[config.mk]
export PLATFORM = sky130hd
export DESIGN_NAME = cpu_core_status_registers
export DESIGN_NICKNAME = d
export VERILOG_FILES = /design/src/core/core_regs_pkg.sv /design/src/core/cpu_core_status_registers.sv /design/src/core/flag_alu.sv
export SDC_FILE = /design/constraint.sdc
export NUM_CORES = 1
export LEC_CHECK = 0
export BUFFER_PORTS_ARGS = -buffer_cell sky130_fd_sc_hd__clkbuf_2
export CORE_AREA = 5 5 130 132
export DETAILED_ROUTE_END_ITERATION = 10
export DIE_AREA = 0 0 135 137
export GPL_TIMING_DRIVEN = 0
export HOLD_SLACK_MARGIN = 0.12
export PLACE_DENSITY = 0.81
export SLEW_MARGIN = 10
export SYNTH_ARGS = -nofsm -noshare
export SYNTH_HDL_FRONTEND = slang
export SYNTH_SLANG_ARGS = --single-unit
[constraint.sdc]
create_clock -name clock -period 34.9 [get_ports clock]
set_clock_uncertainty 0.05 [all_clocks]
set_input_delay 3.49 -clock clock [delete_from_list [all_inputs] [get_ports clock]]
set_output_delay 3.49 -clock clock [all_outputs]
set_load 0.02 [all_outputs]
[src/core/core_regs_pkg.sv]
package core_regs_pkg;

   // ---------------------------------------------------------------
   // Register offsets in the special-function space
   // ---------------------------------------------------------------
   localparam logic [7:0] STACK_TOP_OFS  = 8'h81; // Stack-top pointer
   localparam logic [7:0] IND_LOW_OFS    = 8'h82; // Pointer low byte
   localparam logic [7:0] IND_HIGH_OFS   = 8'h83; // Pointer high byte
   localparam logic [7:0] STATUS_OFS     = 8'hD0; // Status word
   localparam logic [7:0] MAIN_WR_OFS    = 8'hE0; // Accumulator
   localparam logic [7:0] SECOND_ACC_OFS = 8'hF0; // Second accumulator

   // ---------------------------------------------------------------
   // Values after reset
   // ---------------------------------------------------------------
   localparam logic [7:0] STACK_TOP_RST  = 8'h07;
   localparam logic [7:0] IND_LOW_RST    = 8'h00;
   localparam logic [7:0] IND_HIGH_RST   = 8'h00;
   localparam logic [7:0] STATUS_RST     = 8'h00;
   localparam logic [7:0] MAIN_WR_RST    = 8'h00;
   localparam logic [7:0] SECOND_ACC_RST = 8'h00;

   // ---------------------------------------------------------------
   // Status word field positions
   // ---------------------------------------------------------------
   localparam int CARRY_POS     = 7; // carry_flag
   localparam int HALF_POS      = 6; // half_carry_flag
   localparam int USER0_POS     = 5; // user_flag_zero
   localparam int BANK_HIGH_POS = 4; // bank_select_high
   localparam int BANK_LOW_POS  = 3; // bank_select_low
   localparam int RANGE_POS     = 2; // signed_range_error_flag
   localparam int USER1_POS     = 1; // user_flag_one
   localparam int PARITY_POS    = 0; // Parity, read-only

   // Bank base is bank number times eight bytes
   localparam int BANK_SHIFT = 3;

   // Answer to an unmapped register read
   localparam logic [7:0] UNMAPPED_DATA = 8'h00;

   // ---------------------------------------------------------------
   // Arithmetic operations that touch the flags
   // ---------------------------------------------------------------
   typedef enum logic [2:0] {
      OP_NONE = 3'h0,
      OP_ADD  = 3'h1,
      OP_ADDC = 3'h2,
      OP_SUBB = 3'h3,
      OP_MUL  = 3'h4,
      OP_DIV  = 3'h5
   } alu_op_e;

   // Result of one arithmetic step
   typedef struct packed {
      logic [7:0] acc;
      logic [7:0] second;
      logic       carry;
      logic       half;
      logic       range_err;
   } alu_out_s;

   // Byte-wide register write request
   typedef struct packed {
      logic [7:0] addr;
      logic       wr;
      logic [7:0] wdata;
   } byte_req_s;

   // Single-bit register write request
   typedef struct packed {
      logic [7:0] addr;
      logic       wr;
      logic       wdata;
   } bit_req_s;

endpackage

[src/core/cpu_core_status_registers.sv]
// Function
// (RQ1) Stack pointer resets to 0x07
// (RQ2) Push increments pointer, then stores byte
// (RQ3) Sixteen-bit pointer from low and high bytes
// (RQ4) Carry set on carry/borrow, else cleared
// (RQ5) Half carry on nibble carry/borrow, else cleared
// (RQ6) Status bits 5 and 1 software-only flags
// (RQ7) Bank bits pick one of four banks
// (RQ8) Software avoids bank change then register move
// (RQ9) Range error on overflow, big product, zero divide
// (RQ10) Those ops clear range error otherwise
// (RQ11) Status bit 0 is accumulator odd parity
// (RQ12) Software keeps reserved bits at zero
// (RQ13) Accumulator reachable by byte and bit
// (RQ14) Second accumulator for multiply/divide, bit access
// (RQ15) Other registers reset to zero
module cpu_core_status_registers
   import core_regs_pkg::*;
(
   input  wire logic        clock,
   input  wire logic        rst,
   input  wire byte_req_s   byte_req,
   input  wire bit_req_s    bit_req,
   input  wire logic        push_go,
   input  wire logic [7:0]  push_data,
   input  wire alu_op_e     alu_op,
   input  wire logic [7:0]  alu_operand,
   output logic      [7:0]  byte_rdata,
   output logic             bit_rdata,
   output logic             stack_wr_en,
   output logic      [7:0]  stack_wr_addr,
   output logic      [7:0]  stack_wr_data,
   output logic      [15:0] indirect_pointer,
   output logic      [7:0]  bank_base,
   output logic      [7:0]  status_word,
   output logic      [7:0]  main_working_register,
   output logic      [7:0]  second_accumulator
);

   // ---------------------------------------------------------------
   // Register state
   // ---------------------------------------------------------------
   logic [7:0] stack_top_reg, stack_top_next;     // Stack-top pointer
   logic [7:0] ind_low_reg, ind_low_next;         // Pointer low byte
   logic [7:0] ind_high_reg, ind_high_next;       // Pointer high byte
   logic [7:0] status_reg, status_next;           // Status word
   logic [7:0] acc_reg, acc_next;                 // Accumulator
   logic [7:0] second_reg, second_next;           // Second accumulator
   alu_out_s   alu_res;                           // Arithmetic outcome
   logic       alu_go;                            // Arithmetic this cycle
   logic [7:0] bit_mask;                          // One-hot bit select
   logic       bit_to_status;                     // Bit write targets
   logic       bit_to_acc;
   logic       bit_to_second;

   assign alu_go = (alu_op != OP_NONE);
   assign bit_mask = 8'h01 << bit_req.addr[2:0];
   // Bit addresses share the upper five bits with the byte offset
   assign bit_to_status = bit_req.wr
                          && (bit_req.addr[7:3] == STATUS_OFS[7:3]);
   assign bit_to_acc    = bit_req.wr
                          && (bit_req.addr[7:3] == MAIN_WR_OFS[7:3]);
   assign bit_to_second = bit_req.wr
                          && (bit_req.addr[7:3] == SECOND_ACC_OFS[7:3]);

   // ---------------------------------------------------------------
   // Arithmetic unit
   // ---------------------------------------------------------------
   flag_alu alu_inst (
      .op       (alu_op),
      .acc      (acc_reg),
      .second   (second_reg),
      .carry_in (status_reg[CARRY_POS]),
      .operand  (alu_operand),
      .result   (alu_res)
   );

   // ---------------------------------------------------------------
   // Stack-top pointer
   // ---------------------------------------------------------------
   // Push outranks a software write in the same cycle
   always_comb begin
      stack_top_next = stack_top_reg;
      if (push_go) begin
         stack_top_next = stack_top_reg + 8'h01;           // RQ2
      end else if (byte_req.wr && byte_req.addr == STACK_TOP_OFS) begin
         stack_top_next = byte_req.wdata;
      end
   end

   // Pointer register
   always_ff @(posedge clock or posedge rst) begin
      if (rst) begin
         stack_top_reg <= STACK_TOP_RST;                   // RQ1
      end else begin
         stack_top_reg <= stack_top_next;
      end
   end

   // Stack store uses the already incremented address
   always_ff @(posedge clock or posedge rst) begin
      if (rst) begin
         stack_wr_en   <= 1'b0;
         stack_wr_addr <= STACK_TOP_RST;
         stack_wr_data <= 8'h00;
      end else begin
         stack_wr_en <= push_go;                           // RQ2
         if (push_go) begin
            stack_wr_addr <= stack_top_reg + 8'h01;        // RQ2
            stack_wr_data <= push_data;
         end
      end
   end

   // ---------------------------------------------------------------
   // Indirect pointer bytes
   // ---------------------------------------------------------------
   // Plain byte registers, no hardware update
   always_comb begin
      ind_low_next  = ind_low_reg;
      ind_high_next = ind_high_reg;
      if (byte_req.wr && byte_req.addr == IND_LOW_OFS) begin
         ind_low_next = byte_req.wdata;
      end
      if (byte_req.wr && byte_req.addr == IND_HIGH_OFS) begin
         ind_high_next = byte_req.wdata;
      end
   end

   // Pointer bytes and the joined address
   always_ff @(posedge clock or posedge rst) begin
      if (rst) begin
         ind_low_reg      <= IND_LOW_RST;                  // RQ15
         ind_high_reg     <= IND_HIGH_RST;                 // RQ15
         indirect_pointer <= {IND_HIGH_RST, IND_LOW_RST};
      end else begin
         ind_low_reg      <= ind_low_next;
         ind_high_reg     <= ind_high_next;
         indirect_pointer <= {ind_high_next, ind_low_next}; // RQ3
      end
   end

   // ---------------------------------------------------------------
   // Accumulator and second accumulator
   // ---------------------------------------------------------------
   // Arithmetic outranks software; byte write then bit write
   always_comb begin
      acc_next    = acc_reg;
      second_next = second_reg;
      if (alu_go) begin
         acc_next    = alu_res.acc;                        // RQ13
         second_next = alu_res.second;                     // RQ14
      end else begin
         if (byte_req.wr && byte_req.addr == MAIN_WR_OFS) begin
            acc_next = byte_req.wdata;                     // RQ13
         end
         if (byte_req.wr && byte_req.addr == SECOND_ACC_OFS) begin
            second_next = byte_req.wdata;                  // RQ14
         end
         if (bit_to_acc) begin
            acc_next = bit_req.wdata ? (acc_next | bit_mask)
                                     : (acc_next & ~bit_mask); // RQ13
         end
         if (bit_to_second) begin
            second_next = bit_req.wdata ? (second_next | bit_mask)
                                        : (second_next & ~bit_mask); // RQ14
         end
      end
   end

   // Operand registers and their mirrors
   always_ff @(posedge clock or posedge rst) begin
      if (rst) begin
         acc_reg               <= MAIN_WR_RST;             // RQ15
         second_reg            <= SECOND_ACC_RST;          // RQ15
         main_working_register <= MAIN_WR_RST;
         second_accumulator    <= SECOND_ACC_RST;
      end else begin
         acc_reg               <= acc_next;
         second_reg            <= second_next;
         main_working_register <= acc_next;
         second_accumulator    <= second_next;
      end
   end

   // ---------------------------------------------------------------
   // Status word
   // ---------------------------------------------------------------
   // Hardware owns carry, half carry and range error only during
   // arithmetic; user flags and bank bits stay with software
   always_comb begin
      status_next = status_reg;
      if (byte_req.wr && byte_req.addr == STATUS_OFS) begin
         status_next = byte_req.wdata;                     // RQ6
      end
      if (bit_to_status) begin
         status_next = bit_req.wdata ? (status_next | bit_mask)
                                     : (status_next & ~bit_mask); // RQ6
      end
      if (alu_go) begin
         status_next[CARRY_POS] = alu_res.carry;           // RQ4
         status_next[HALF_POS]  = alu_res.half;            // RQ5
         status_next[RANGE_POS] = alu_res.range_err;       // RQ9 RQ10
      end
      // Parity ignores writes and follows the next accumulator
      status_next[PARITY_POS] = ^acc_next;                 // RQ11
   end

   // Status word and the derived bank base
   always_ff @(posedge clock or posedge rst) begin
      if (rst) begin
         status_reg  <= STATUS_RST;                        // RQ15
         status_word <= STATUS_RST;
         bank_base   <= 8'h00;
      end else begin
         status_reg  <= status_next;
         status_word <= status_next;
         // Bank number times eight gives the first byte of the bank
         bank_base   <= {3'b000,
                         status_next[BANK_HIGH_POS:BANK_LOW_POS],
                         3'b000};                          // RQ7
      end
   end

   // ---------------------------------------------------------------
   // Read port
   // ---------------------------------------------------------------
   // Registered one cycle after the address; unmapped reads zero
   always_ff @(posedge clock or posedge rst) begin
      if (rst) begin
         byte_rdata <= UNMAPPED_DATA;
      end else begin
         case (byte_req.addr)
            STACK_TOP_OFS:  byte_rdata <= stack_top_reg;
            IND_LOW_OFS:    byte_rdata <= ind_low_reg;
            IND_HIGH_OFS:   byte_rdata <= ind_high_reg;
            STATUS_OFS:     byte_rdata <= status_reg;
            MAIN_WR_OFS:    byte_rdata <= acc_reg;          // RQ13
            SECOND_ACC_OFS: byte_rdata <= second_reg;
            default:        byte_rdata <= UNMAPPED_DATA;
         endcase
      end
   end

   // Bit reads from the three bit-addressable registers
   always_ff @(posedge clock or posedge rst) begin
      if (rst) begin
         bit_rdata <= 1'b0;
      end else begin
         case (bit_req.addr[7:3])
            STATUS_OFS[7:3]:     bit_rdata <= status_reg[bit_req.addr[2:0]];
            MAIN_WR_OFS[7:3]:    bit_rdata <= acc_reg[bit_req.addr[2:0]];
            SECOND_ACC_OFS[7:3]: bit_rdata <= second_reg[bit_req.addr[2:0]];
            default:             bit_rdata <= 1'b0;
         endcase
      end
   end

   // ---------------------------------------------------------------
   // Checks
   // ---------------------------------------------------------------
   push_pre_increment_a: assert property ( // RQ2
      @(posedge clock) disable iff (rst)
      push_go |=> stack_wr_en && stack_wr_addr == stack_top_reg
                  && stack_top_reg == $past(stack_top_reg) + 8'h01)
      else $error("push did not pre-increment stack pointer");

   pointer_join_a: assert property ( // RQ3
      @(posedge clock) disable iff (rst)
      indirect_pointer == {ind_high_reg, ind_low_reg})
      else $error("indirect pointer differs from its bytes");

   add_carry_a: assert property ( // RQ4
      @(posedge clock) disable iff (rst)
      alu_op == OP_ADD |=> status_reg[CARRY_POS] ==
         (({1'b0, $past(acc_reg)} + {1'b0, $past(alu_operand)}) > 9'h0FF))
      else $error("carry wrong after add");

   mul_flags_a: assert property ( // RQ9
      @(posedge clock) disable iff (rst)
      alu_op == OP_MUL |=> !status_reg[CARRY_POS] && !status_reg[HALF_POS]
         && status_reg[RANGE_POS] == (second_reg != 8'h00))
      else $error("multiply flags wrong");

   div_zero_flag_a: assert property ( // RQ9
      @(posedge clock) disable iff (rst)
      alu_op == OP_DIV && second_reg == 8'h00
      |=> status_reg[RANGE_POS] && $stable(acc_reg))
      else $error("divide by zero not flagged");

   div_clear_range_a: assert property ( // RQ10
      @(posedge clock) disable iff (rst)
      alu_op == OP_DIV && second_reg != 8'h00
      |=> !status_reg[RANGE_POS])
      else $error("range error not cleared by divide");

   user_flags_kept_a: assert property ( // RQ6
      @(posedge clock) disable iff (rst)
      alu_go && !byte_req.wr && !bit_req.wr
      |=> $stable(status_reg[USER0_POS]) && $stable(status_reg[USER1_POS]))
      else $error("hardware changed a user flag");

   parity_track_a: assert property ( // RQ11
      @(posedge clock) disable iff (rst)
      status_reg[PARITY_POS] == ^acc_reg && status_word == status_reg)
      else $error("parity does not follow accumulator");

   bank_base_a: assert property ( // RQ7
      @(posedge clock) disable iff (rst)
      bank_base == ({6'h00, status_reg[BANK_HIGH_POS:BANK_LOW_POS]}
                    << BANK_SHIFT))
      else $error("bank base does not match bank bits");

endmodule

[src/core/flag_alu.sv]
module flag_alu
   import core_regs_pkg::*;
(
   input  wire alu_op_e    op,
   input  wire logic [7:0] acc,
   input  wire logic [7:0] second,
   input  wire logic       carry_in,
   input  wire logic [7:0] operand,
   output alu_out_s        result
);

   // ---------------------------------------------------------------
   // Arithmetic and flag generation
   // ---------------------------------------------------------------
   logic [8:0]  wide;    // Byte result with carry or borrow
   logic [4:0]  nibble;  // Low nibble result with carry or borrow
   logic [15:0] product; // Full multiply result
   logic        cin;     // Carry used by this op

   // Purely combinational; the caller registers the outcome
   always_comb begin
      result  = '{acc: acc, second: second, carry: 1'b0,
                  half: 1'b0, range_err: 1'b0};
      cin     = (op == OP_ADDC || op == OP_SUBB) ? carry_in : 1'b0;
      wide    = 9'h000;
      nibble  = 5'h00;
      product = acc * second;
      case (op)
         OP_ADD, OP_ADDC: begin
            wide   = {1'b0, acc} + {1'b0, operand} + {8'h00, cin};
            nibble = {1'b0, acc[3:0]} + {1'b0, operand[3:0]}
                     + {4'h0, cin};
            result.acc       = wide[7:0];
            result.carry     = wide[8];        // RQ4
            result.half      = nibble[4];      // RQ5
            // Same-sign operands giving other-sign sum
            result.range_err = (acc[7] == operand[7])
                               && (wide[7] != acc[7]); // RQ9
         end
         OP_SUBB: begin
            wide   = {1'b0, acc} - {1'b0, operand} - {8'h00, cin};
            nibble = {1'b0, acc[3:0]} - {1'b0, operand[3:0]}
                     - {4'h0, cin};
            result.acc       = wide[7:0];
            result.carry     = wide[8];        // RQ4
            result.half      = nibble[4];      // RQ5
            result.range_err = (acc[7] != operand[7])
                               && (wide[7] != acc[7]); // RQ9
         end
         OP_MUL: begin
            // Low byte to accumulator, high byte to second
            result.acc       = product[7:0];
            result.second    = product[15:8];  // RQ14
            result.range_err = |product[15:8]; // RQ9
         end
         OP_DIV: begin
            // Divide by zero leaves both operands untouched
            if (second == 8'h00) begin
               result.range_err = 1'b1;        // RQ9
            end else begin
               result.acc    = acc / second;
               result.second = acc % second;   // RQ14
            end
         end
         default: begin
            result.acc = acc;
         end
      endcase
   end

endmodule

# [Word-level counts from Yosys, hierarchy flattened]
# Index checks and enable logic that the tools add are counted.
[classes] add_sub_neg=9 mul=1 n_div=2 magnitude_cmp=1 n_eq_ne=20 shifts=1 mux=34 n_bitwise=7 reduce_logical=19
[ops] operator="2-to-1 mux 8 bit" n=17
[ops] operator="equality test 8 bit, second input constant" n=6
[ops] operator="case mux 8 bit (6 select lines)" n=1
[ops] operator="case mux 8 bit (4 select lines)" n=1
[ops] operator="AND 8 bit" n=3
[ops] operator="OR 8 bit" n=3
[ops] operator="multiplier 8 x 8 -> 16 bit" n=1
[ops] operator="2-to-1 mux 16 bit" n=1
[ops] operator="case mux 8 bit (2 select lines)" n=1
[ops] operator="equality test 5 bit, second input constant" n=3
[ops] operator="logical AND 1 bit" n=11
[ops] operator="adder 8 x 8 -> 9 bit" n=1
[ops] operator="adder 9 x 1 -> 9 bit" n=1
[ops] operator="binary-select mux 1 bit (select 3 bit)" n=3
[ops] operator="subtractor 8 x 8 -> 9 bit" n=1
[ops] operator="subtractor 9 x 1 -> 9 bit" n=1
[ops] operator="adder 8 x 1 -> 8 bit, second input constant" n=1
[ops] operator="divider 8 x 8 -> 8 bit" n=1
[ops] operator="logical NOT 8 bit" n=1
[ops] operator="modulo 8 x 8 -> 8 bit" n=1
[ops] operator="NOT 8 bit" n=1
[ops] operator="OR reduction 8 bit" n=1
[ops] operator="XOR reduction 8 bit" n=1
[ops] operator="left shift 1 x 3 -> 8 bit, first input constant" n=1
[ops] operator="other kinds (22)" n=31
[totals] reg_bits=92 latchBits=0 mem_bits_rw=0 rom_bits=0 inputBits=49 output_inout_bits=74 wordCells=107 memories=0

# [Depth between registers and ports, before layout]
# Gate-level depths: netlist (run 1).
[logic_depth] ltp_word=9 mapped_depth=56 ltp_nobuf=54

# [Cells and area by module]
# Synthesis (run 1) repeated with hierarchy kept, for this count alone.
[unflattened] hier_cells=1083 hier_area_um2=9544.2
[modules_own_cells] mod="flag_alu" n_inst=1 cells_per_inst=701 area_each_um2=5256.3 seq_area_each_um2=0.0
[modules_own_cells] mod="cpu_core_status_registers" n_inst=1 cells_per_inst=382 area_each_um2=4287.9 seq_area_each_um2=1859.3

# [Least setup slack after synthesis (run 1)]
# No wires, ideal clock.
[synth_path] path_kind="flip-flop to flip-flop" start="reg second_reg[3]" end="reg second_reg[0]" t_arrival_ns=11.317 required_time_ns=34.711 path_slack_ns=23.394 path_stages_with_launch=50 n_path_buf=4 synth_period_minus_slack_ns=11.506 path_cell_list="dfrtp_1 > buf_2 > or3_1 > nor3_1 > a21oi_1 > ha_1 > o21a_1 > o21a_1 > mux2_2 > ha_1 > a21oi_1 > a2111oi_4 > mux2_2 > ha_1 > or2_2 > o311a_1 > o211ai_2 > mux2_4 > [14 not listed] > o21a_1 > o21a_1 > o211ai_1 > a21oi_1 > nor2_1 > mux2_2 > ha_1 > nor2b_1 > o31a_1 > o21ai_0 > nand2_1 > a21o_1 > a21o_1 > clkbuf_1 > mux2i_1 > a211o_1 > o311ai_0 > o21ai_0"
[synth_between] elab_chain_cells=4 elab_cells_between_ends=8 classes_between="mul: 1; div: 1; eq/ne: 1; mux: 3; reduce/logical: 2"
[synth_rtl] element="from (decl)" line="cpu_core_status_registers.sv:48" rtl="logic [7:0] second_reg, second_next;"
[synth_rtl] element="from (signal assigned)" line="cpu_core_status_registers.sv:180" rtl="second_reg <= second_next;"
[synth_rtl] element="modulo 8 x 8 -> 8 bit" line="flag_alu.sv:62" rtl="result.second = acc % second;"
[synth_rtl] element="2-to-1 mux 16 bit" line="flag_alu.sv:58" rtl="if (second == 8'h00) begin"
[synth_rtl] element="case mux 8 bit (2 select lines)" line="flag_alu.sv:28" rtl="case (op)"
[synth_rtl] element="2-to-1 mux 8 bit" line="cpu_core_status_registers.sv:150" rtl="if (alu_go) begin"
# Several ways; a longest one is shown, not always the timed one. The select of a mux whose other input is x is not followed.
# A chain may end at the register's enable or synchronous reset.

# [Final worst setup path (run 1)]
[layout_path] start="reg second_reg[1]" end="reg second_reg[3]"
# The elaborated chain is that of the path after synthesis.

==> metrics.txt, run 1 <==
DR vias 8700; Most used DFF post-synth dfrtp_1; post-route setup TNS 0 ps; Yosys top cell area share 18.59%; Initial Utilization 58.67%; fill cell count 1282; hold_ws 430.9 ps; routability congestion estimate 0.9668; slowest stage cell on the critical path clkinv_1; ys async rst share 100.0%; layout cells sized above 1 18.96%; Mapped Area 9151 µm²; post-cts resize count 0; global-route wire length before repair 44810 µm; number of flops mapped to enable cells by yosys 0; fmax 70.91 MHz; CP startpoint second_reg[1]; Detailed Route WL 27900 µm; ANT cells 0; headroom to the max-slew limit 33.12%; RSZ-0062 raised after global routing false; vias in the first global route 8466; pre-CTS setup slack 21110 ps; Critical Path RT 35080 ps; vias per cell 6.179; Final Max Tran Viols 0; clock latency on the worst-skew pair 350 ps; syn_area_per_cell 8.658 µm²; crit path kind flip-flop to flip-flop; Synth Instances 1057; CP Launch Type flip-flop; #FFs+latches synth 74; Yosys top cell by area dfrtp_1; final worst-path cycle share 40.41%; Antenna Nets Post-Route 0; final net count 1376; GR Util All Layers 30.85%; sequential area share after synthesis 20.32%; Final Worst Setup Slack 20800 ps; clk sink count 74; # Post-CTS Setup Buffers 0; crit end category flip-flop; MaxCap Viol Count 0; CTS tree yes; hold path start stack_wr_addr[0]; Root Buffer clkbuf_16; routed len/inst 19.82 µm; Area Growth Syn to Fin 13.34%; Clock Pin Slew Worst Setup and Hold Paths 70 ps; die area 18500 µm²; Boundary Pins 123; setup violators final 0; hold buffers post-CTS 0; slowest cell delay on critical path 710 ps; largest net degree at the start of global routing 50; grt ovf 0; clock buffer depth 2; FF-to-FF Start second_reg[1]; Ys Warns 0; total core area 15600 µm²; crit path max fanout 14; initial antenna violation count 1; synth unique cells 73; CP dominant cell by count ha_1; Worst Tran Pin Value 995.5 ps; Initial DRC Count 1090; H-tree depth 3; status finished clean; Die Ht 137 µm; first-pass detailed-route iteration total 6; DRC 0; Port Buf Inserts 113; min cycle time layout 14100 ps; HP Class flip-flop to flip-flop; cts bufs inserted 9; Final Hold Vio Count 0; Detail Placement HPWL 21630 µm; WP data arrival 14280 ps; # rows 46; chip width 135 µm; largest cells by area after synthesis dfrtp_1 (19%), ha_1 (14%), fa_1 (9.0%)
-- critical path, delay by kind of cell, from the launching register on --
kind,cells,cell delay [ps]
compound gates,27,5840
fa+ha+maj,7,2220
buf+inv,5,2140
flops,1,420
mux,4,1540
simple gates,9,1810
-- area by class of cell --
class                   instances  area, µm²  area share (%)
multi-input cells             832       6685           64.45
flip-flops and latches         74       1859           17.93
repair buffers                114      593.1           5.718
inverters                      97      366.6           3.534
well taps                     216      270.3           2.606
plain buffers                  59      261.5           2.521
clock buffers                  10      239.0           2.304
clock inverters                 6      97.59          0.9409
-- logic make-up after synthesis --
| logic type | Yosys count | synth area share [%] |
|---|---|---|
| adder cells (fa/ha/maj) | 140 | 22.50 |
| buffers and inverters | 156 | 6.836 |
| AND/OR/NAND/NOR | 289 | 14.88 |
| XOR/XNOR | 53 | 5.223 |
| other | 1 | 0.04098 |
| multiplexers | 95 | 12.21 |
| flip-flops | 74 | 20.32 |
| AO/OA/AOI/OAI | 249 | 17.99 |
-- metrics by stage --
step	instances	util (%)	instance area, µm²
final	1408	66.50	10370
after global routing	1408	66.50	10370
after global placement	1391	64.15	10010
after detailed placement	1392	64.34	10040
after floorplan	1062	-	9170
after CTS	1408	66.50	10370
-- cells in the mapped netlist (6+ instances only) --
cell type  instances
dfstp_2            6
mux2i_1           31
o22ai_1           13
a21o_1             9
a21oi_1           56
a22oi_1           16
xor2_1            18
o311ai_0           6
nor2b_1            8
a31oi_1           16
o211ai_1           9
dfrtp_1           68
nor3_1            21
inv_1             93
mux2_2            55
o21a_1            25
nand2_1          107
buf_4              9
clkbuf_1          43
xnor2_1           34
nand2b_1           7
mux4_2             7
o21ai_0           54
nor2_1            76
ha_1              99
nand3_1           19
fa_1              41
-- layer usage --
metal | vias up | share of wire [%] | GRT usage (%)
li1 | 4005 | - | -
met1 | 4141 | 40 | 40.42
met2 | 460 | 46 | 50.31
met3 | 92 | 10 | 6.654
met4 | 2 | 4.1 | 11.70
met5 | - | 0.047 | 0
-- cell usage in the layout (no fill, tap or decap), types with 7 or more instances in the layout --
master	instances
nor3_1	21
a22oi_1	16
nand3_1	19
a31oi_1	16
mux4_2	7
inv_1	92
nand2_1	107
o21ai_0	54
a21oi_1	56
mux2i_1	31
clkbuf_16	9
ha_1	99
nor2_1	76
clkbuf_2	113
a21o_1	9
clkbuf_1	43
xor2_1	18
o21a_1	25
fa_1	41
dfrtp_1	68
nand2b_1	7
nor2b_1	8
o211ai_1	9
xnor2_1	34
o22ai_1	13
buf_4	9
mux2_2	55
-- worst paths after layout --
check                              endpoint  slack [ps]  cells after the start
hold / removal             stack_wr_addr[0]         430                      2
setup reg to reg              second_reg[3]       20800                     52
setup / recovery              second_reg[3]       20800                     52
min in group asynchronous     byte_rdata[2]        3070                      2
hold reg to reg            stack_wr_addr[0]         430                      2
max in group asynchronous  stack_top_reg[2]       31110                      3
Power of run 1 is not shown: default switching activity piles up to over one toggle a cycle in this logic, so the estimate is an artifact.
==> run 2, diff against run 1 <==
Settings changed: CORE_AREA 5 5 130 132 to 5 5 137 139, DIE_AREA 0 0 135 137 to 0 0 142 144, PLACE_DENSITY 0.81 to 0.77.
Clock period 34.9 ns to 11.8 ns, I/O delays scaled along.
==> metrics.txt, run 2 (synthesis results as in run 1) <==
fin area 10760 µm² (was 10370 µm²); commonest cells after routing, fill and taps aside clkbuf_2 (113), nand2_1 (107), ha_1 (95) (was clkbuf_2 (113), nand2_1 (107), ha_1 (99)); grt ovf 0 (unchanged); clock buffer depth 2 (unchanged); CTS tree yes (unchanged); DR vias 8768 (was 8700); largest net degree at the start of global routing 47 (was 50); Boundary Pins 123 (unchanged); H-tree depth 3 (unchanged); crit path max fanout 10 (was 14); clk sink count 74 (unchanged); headroom to the max-slew limit 36.41% (was 33.12%); commonest non-fill, non-tap cell in the layout clkbuf_2 (unchanged); slowest cell delay on critical path 440 ps (was 710 ps); post-route setup TNS 0 ps (unchanged); crit end category flip-flop (unchanged); Detail Placement HPWL 21910 µm (was 21630 µm); FF-to-FF setup slack 420 ps (was 20800 ps); WP data arrival 11560 ps (was 14280 ps); first-pass detailed-route iteration total 5 (was 6); CP dominant cell by count ha_1 (unchanged); Detailed Route WL 29030 µm (was 27900 µm); Clock Pin Slew Worst Setup and Hold Paths 60 ps (was 70 ps); Die Ht 144 µm (was 137 µm); crit path kind flip-flop to flip-flop (unchanged); Port Buf Inserts 113 (unchanged); fill cell count 1505 (was 1282); cts bufs inserted 9 (unchanged); ANT cells 0 (unchanged); vias per cell 6.080 (was 6.179); fmax 87.89 MHz (was 70.91 MHz); routed len/inst 20.13 µm (was 19.82 µm); # rows 49 (was 46); Area Growth Syn to Fin 17.53% (was 13.34%); Final Max Tran Viols 0 (unchanged); layout cells sized above 1 23.17% (was 18.96%); MaxCap Viol Count 0 (unchanged); Worst Tran Pin Value 946.6 ps (was 995.5 ps); global-route wire length before repair 45660 µm (was 44810 µm); GR Util All Layers 28.26% (was 30.85%); setup violators final 0 (unchanged); vias in the first global route 8747 (was 8466); dpl cell area 10050 µm² (was 10040 µm²); CP Launch Type flip-flop (unchanged); hold buffers post-CTS 0 (unchanged); Initial Utilization 52.19% (was 58.67%); total core area 17530 µm² (was 15600 µm²); slowest stage cell on the critical path dfrtp_2 (was clkinv_1); min cycle time layout 11380 ps (was 14100 ps); die area 20450 µm² (was 18500 µm²); DRC 0 (unchanged); chip width 142 µm (was 135 µm); routability congestion estimate 0.9415 (was 0.9668); Root Buffer clkbuf_16 (unchanged); Critical Path RT 11990 ps (was 35080 ps); status finished clean (unchanged); HP Class flip-flop to flip-flop (unchanged); initial antenna violation count 1 (unchanged); Initial DRC Count 746 (was 1090); final worst-path cycle share 96.42% (was 40.41%); Antenna Nets Post-Route 0 (unchanged); clock latency on the worst-skew pair 360 ps (was 350 ps); final net count 1397 (was 1376); Final Hold Vio Count 0 (unchanged)
## run 2: changes by cell type in the layout (fill, tap and decap cells not counted), sizes merged
cell	before	now
buf	17	43
clkbuf	166	160
clkinv	6	5
clkinvlp	0	1
inv	95	96
## run 2: cell type report
class,count,area (µm²),area share [%]
plain buffers,57,269.0,2.501
repair buffers,137,765.7,7.120
clock buffers,9,225.2,2.094
well taps,229,286.5,2.664
multi-input cells,832,6857,63.75
flip-flops and latches,74,1868,17.37
inverters,97,375.4,3.490
clock inverters,7,108.9,1.012
## run 2: through the flow
step	hold WS (ps)	util [%]	setup WS, ps	cells
final	424.9	61.34	422.0	1442
after global routing	447.0	61.34	-31.84	1442
after CTS	431.8	60.00	17.33	1427
after detailed placement	417.3	57.33	-2063	1405
after global placement	409.0	57.16	-1806	1404
after floorplan	447.1	-	293.7	1062
## run 2: layer usage
metal  GRT usage, %  vias to the layer above  wire length [µm]  part of all wire [%]
met1          35.56                     4240             11480                    40
li1               -                     4037                 -                     -
met5              0                        -                13                 0.045
met3          5.853                      100              2369                   8.2
met2          47.25                      389             13880                    48
met4          12.22                        2              1287                   4.4
## run 2: path summary, 6_finish.rpt
kind,startpoint,to,cells past startpoint
max in group asynchronous,rst,stack_top_reg[2],3
min,stack_wr_addr[5],stack_wr_addr[5],1
min reg2reg,stack_wr_addr[5],stack_wr_addr[5],1
max,second_reg[7],second_reg[3],53
min in group asynchronous,rst,status_reg[3],2
max reg2reg,second_reg[7],second_reg[3],53
## run 2: timing repair
action,4_1_cts,5_1_grt
resized for setup,25,30
setup endpoints to repair,10,10
setup buffers,8,15
pin swaps,3,12
## run 2: worst max-delay path, delay by kind of cell (launching register included)
kind / cells / cell delay (ps)
AO/OA/AOI/OAI: 27 / 4720
adder cells (fa/ha/maj): 7 / 2130
buffers and inverters: 5 / 870
flip-flops: 1 / 440
multiplexers: 3 / 1080
AND/OR/NAND/NOR: 11 / 1930
Power of run 2 is left out for the same reason.
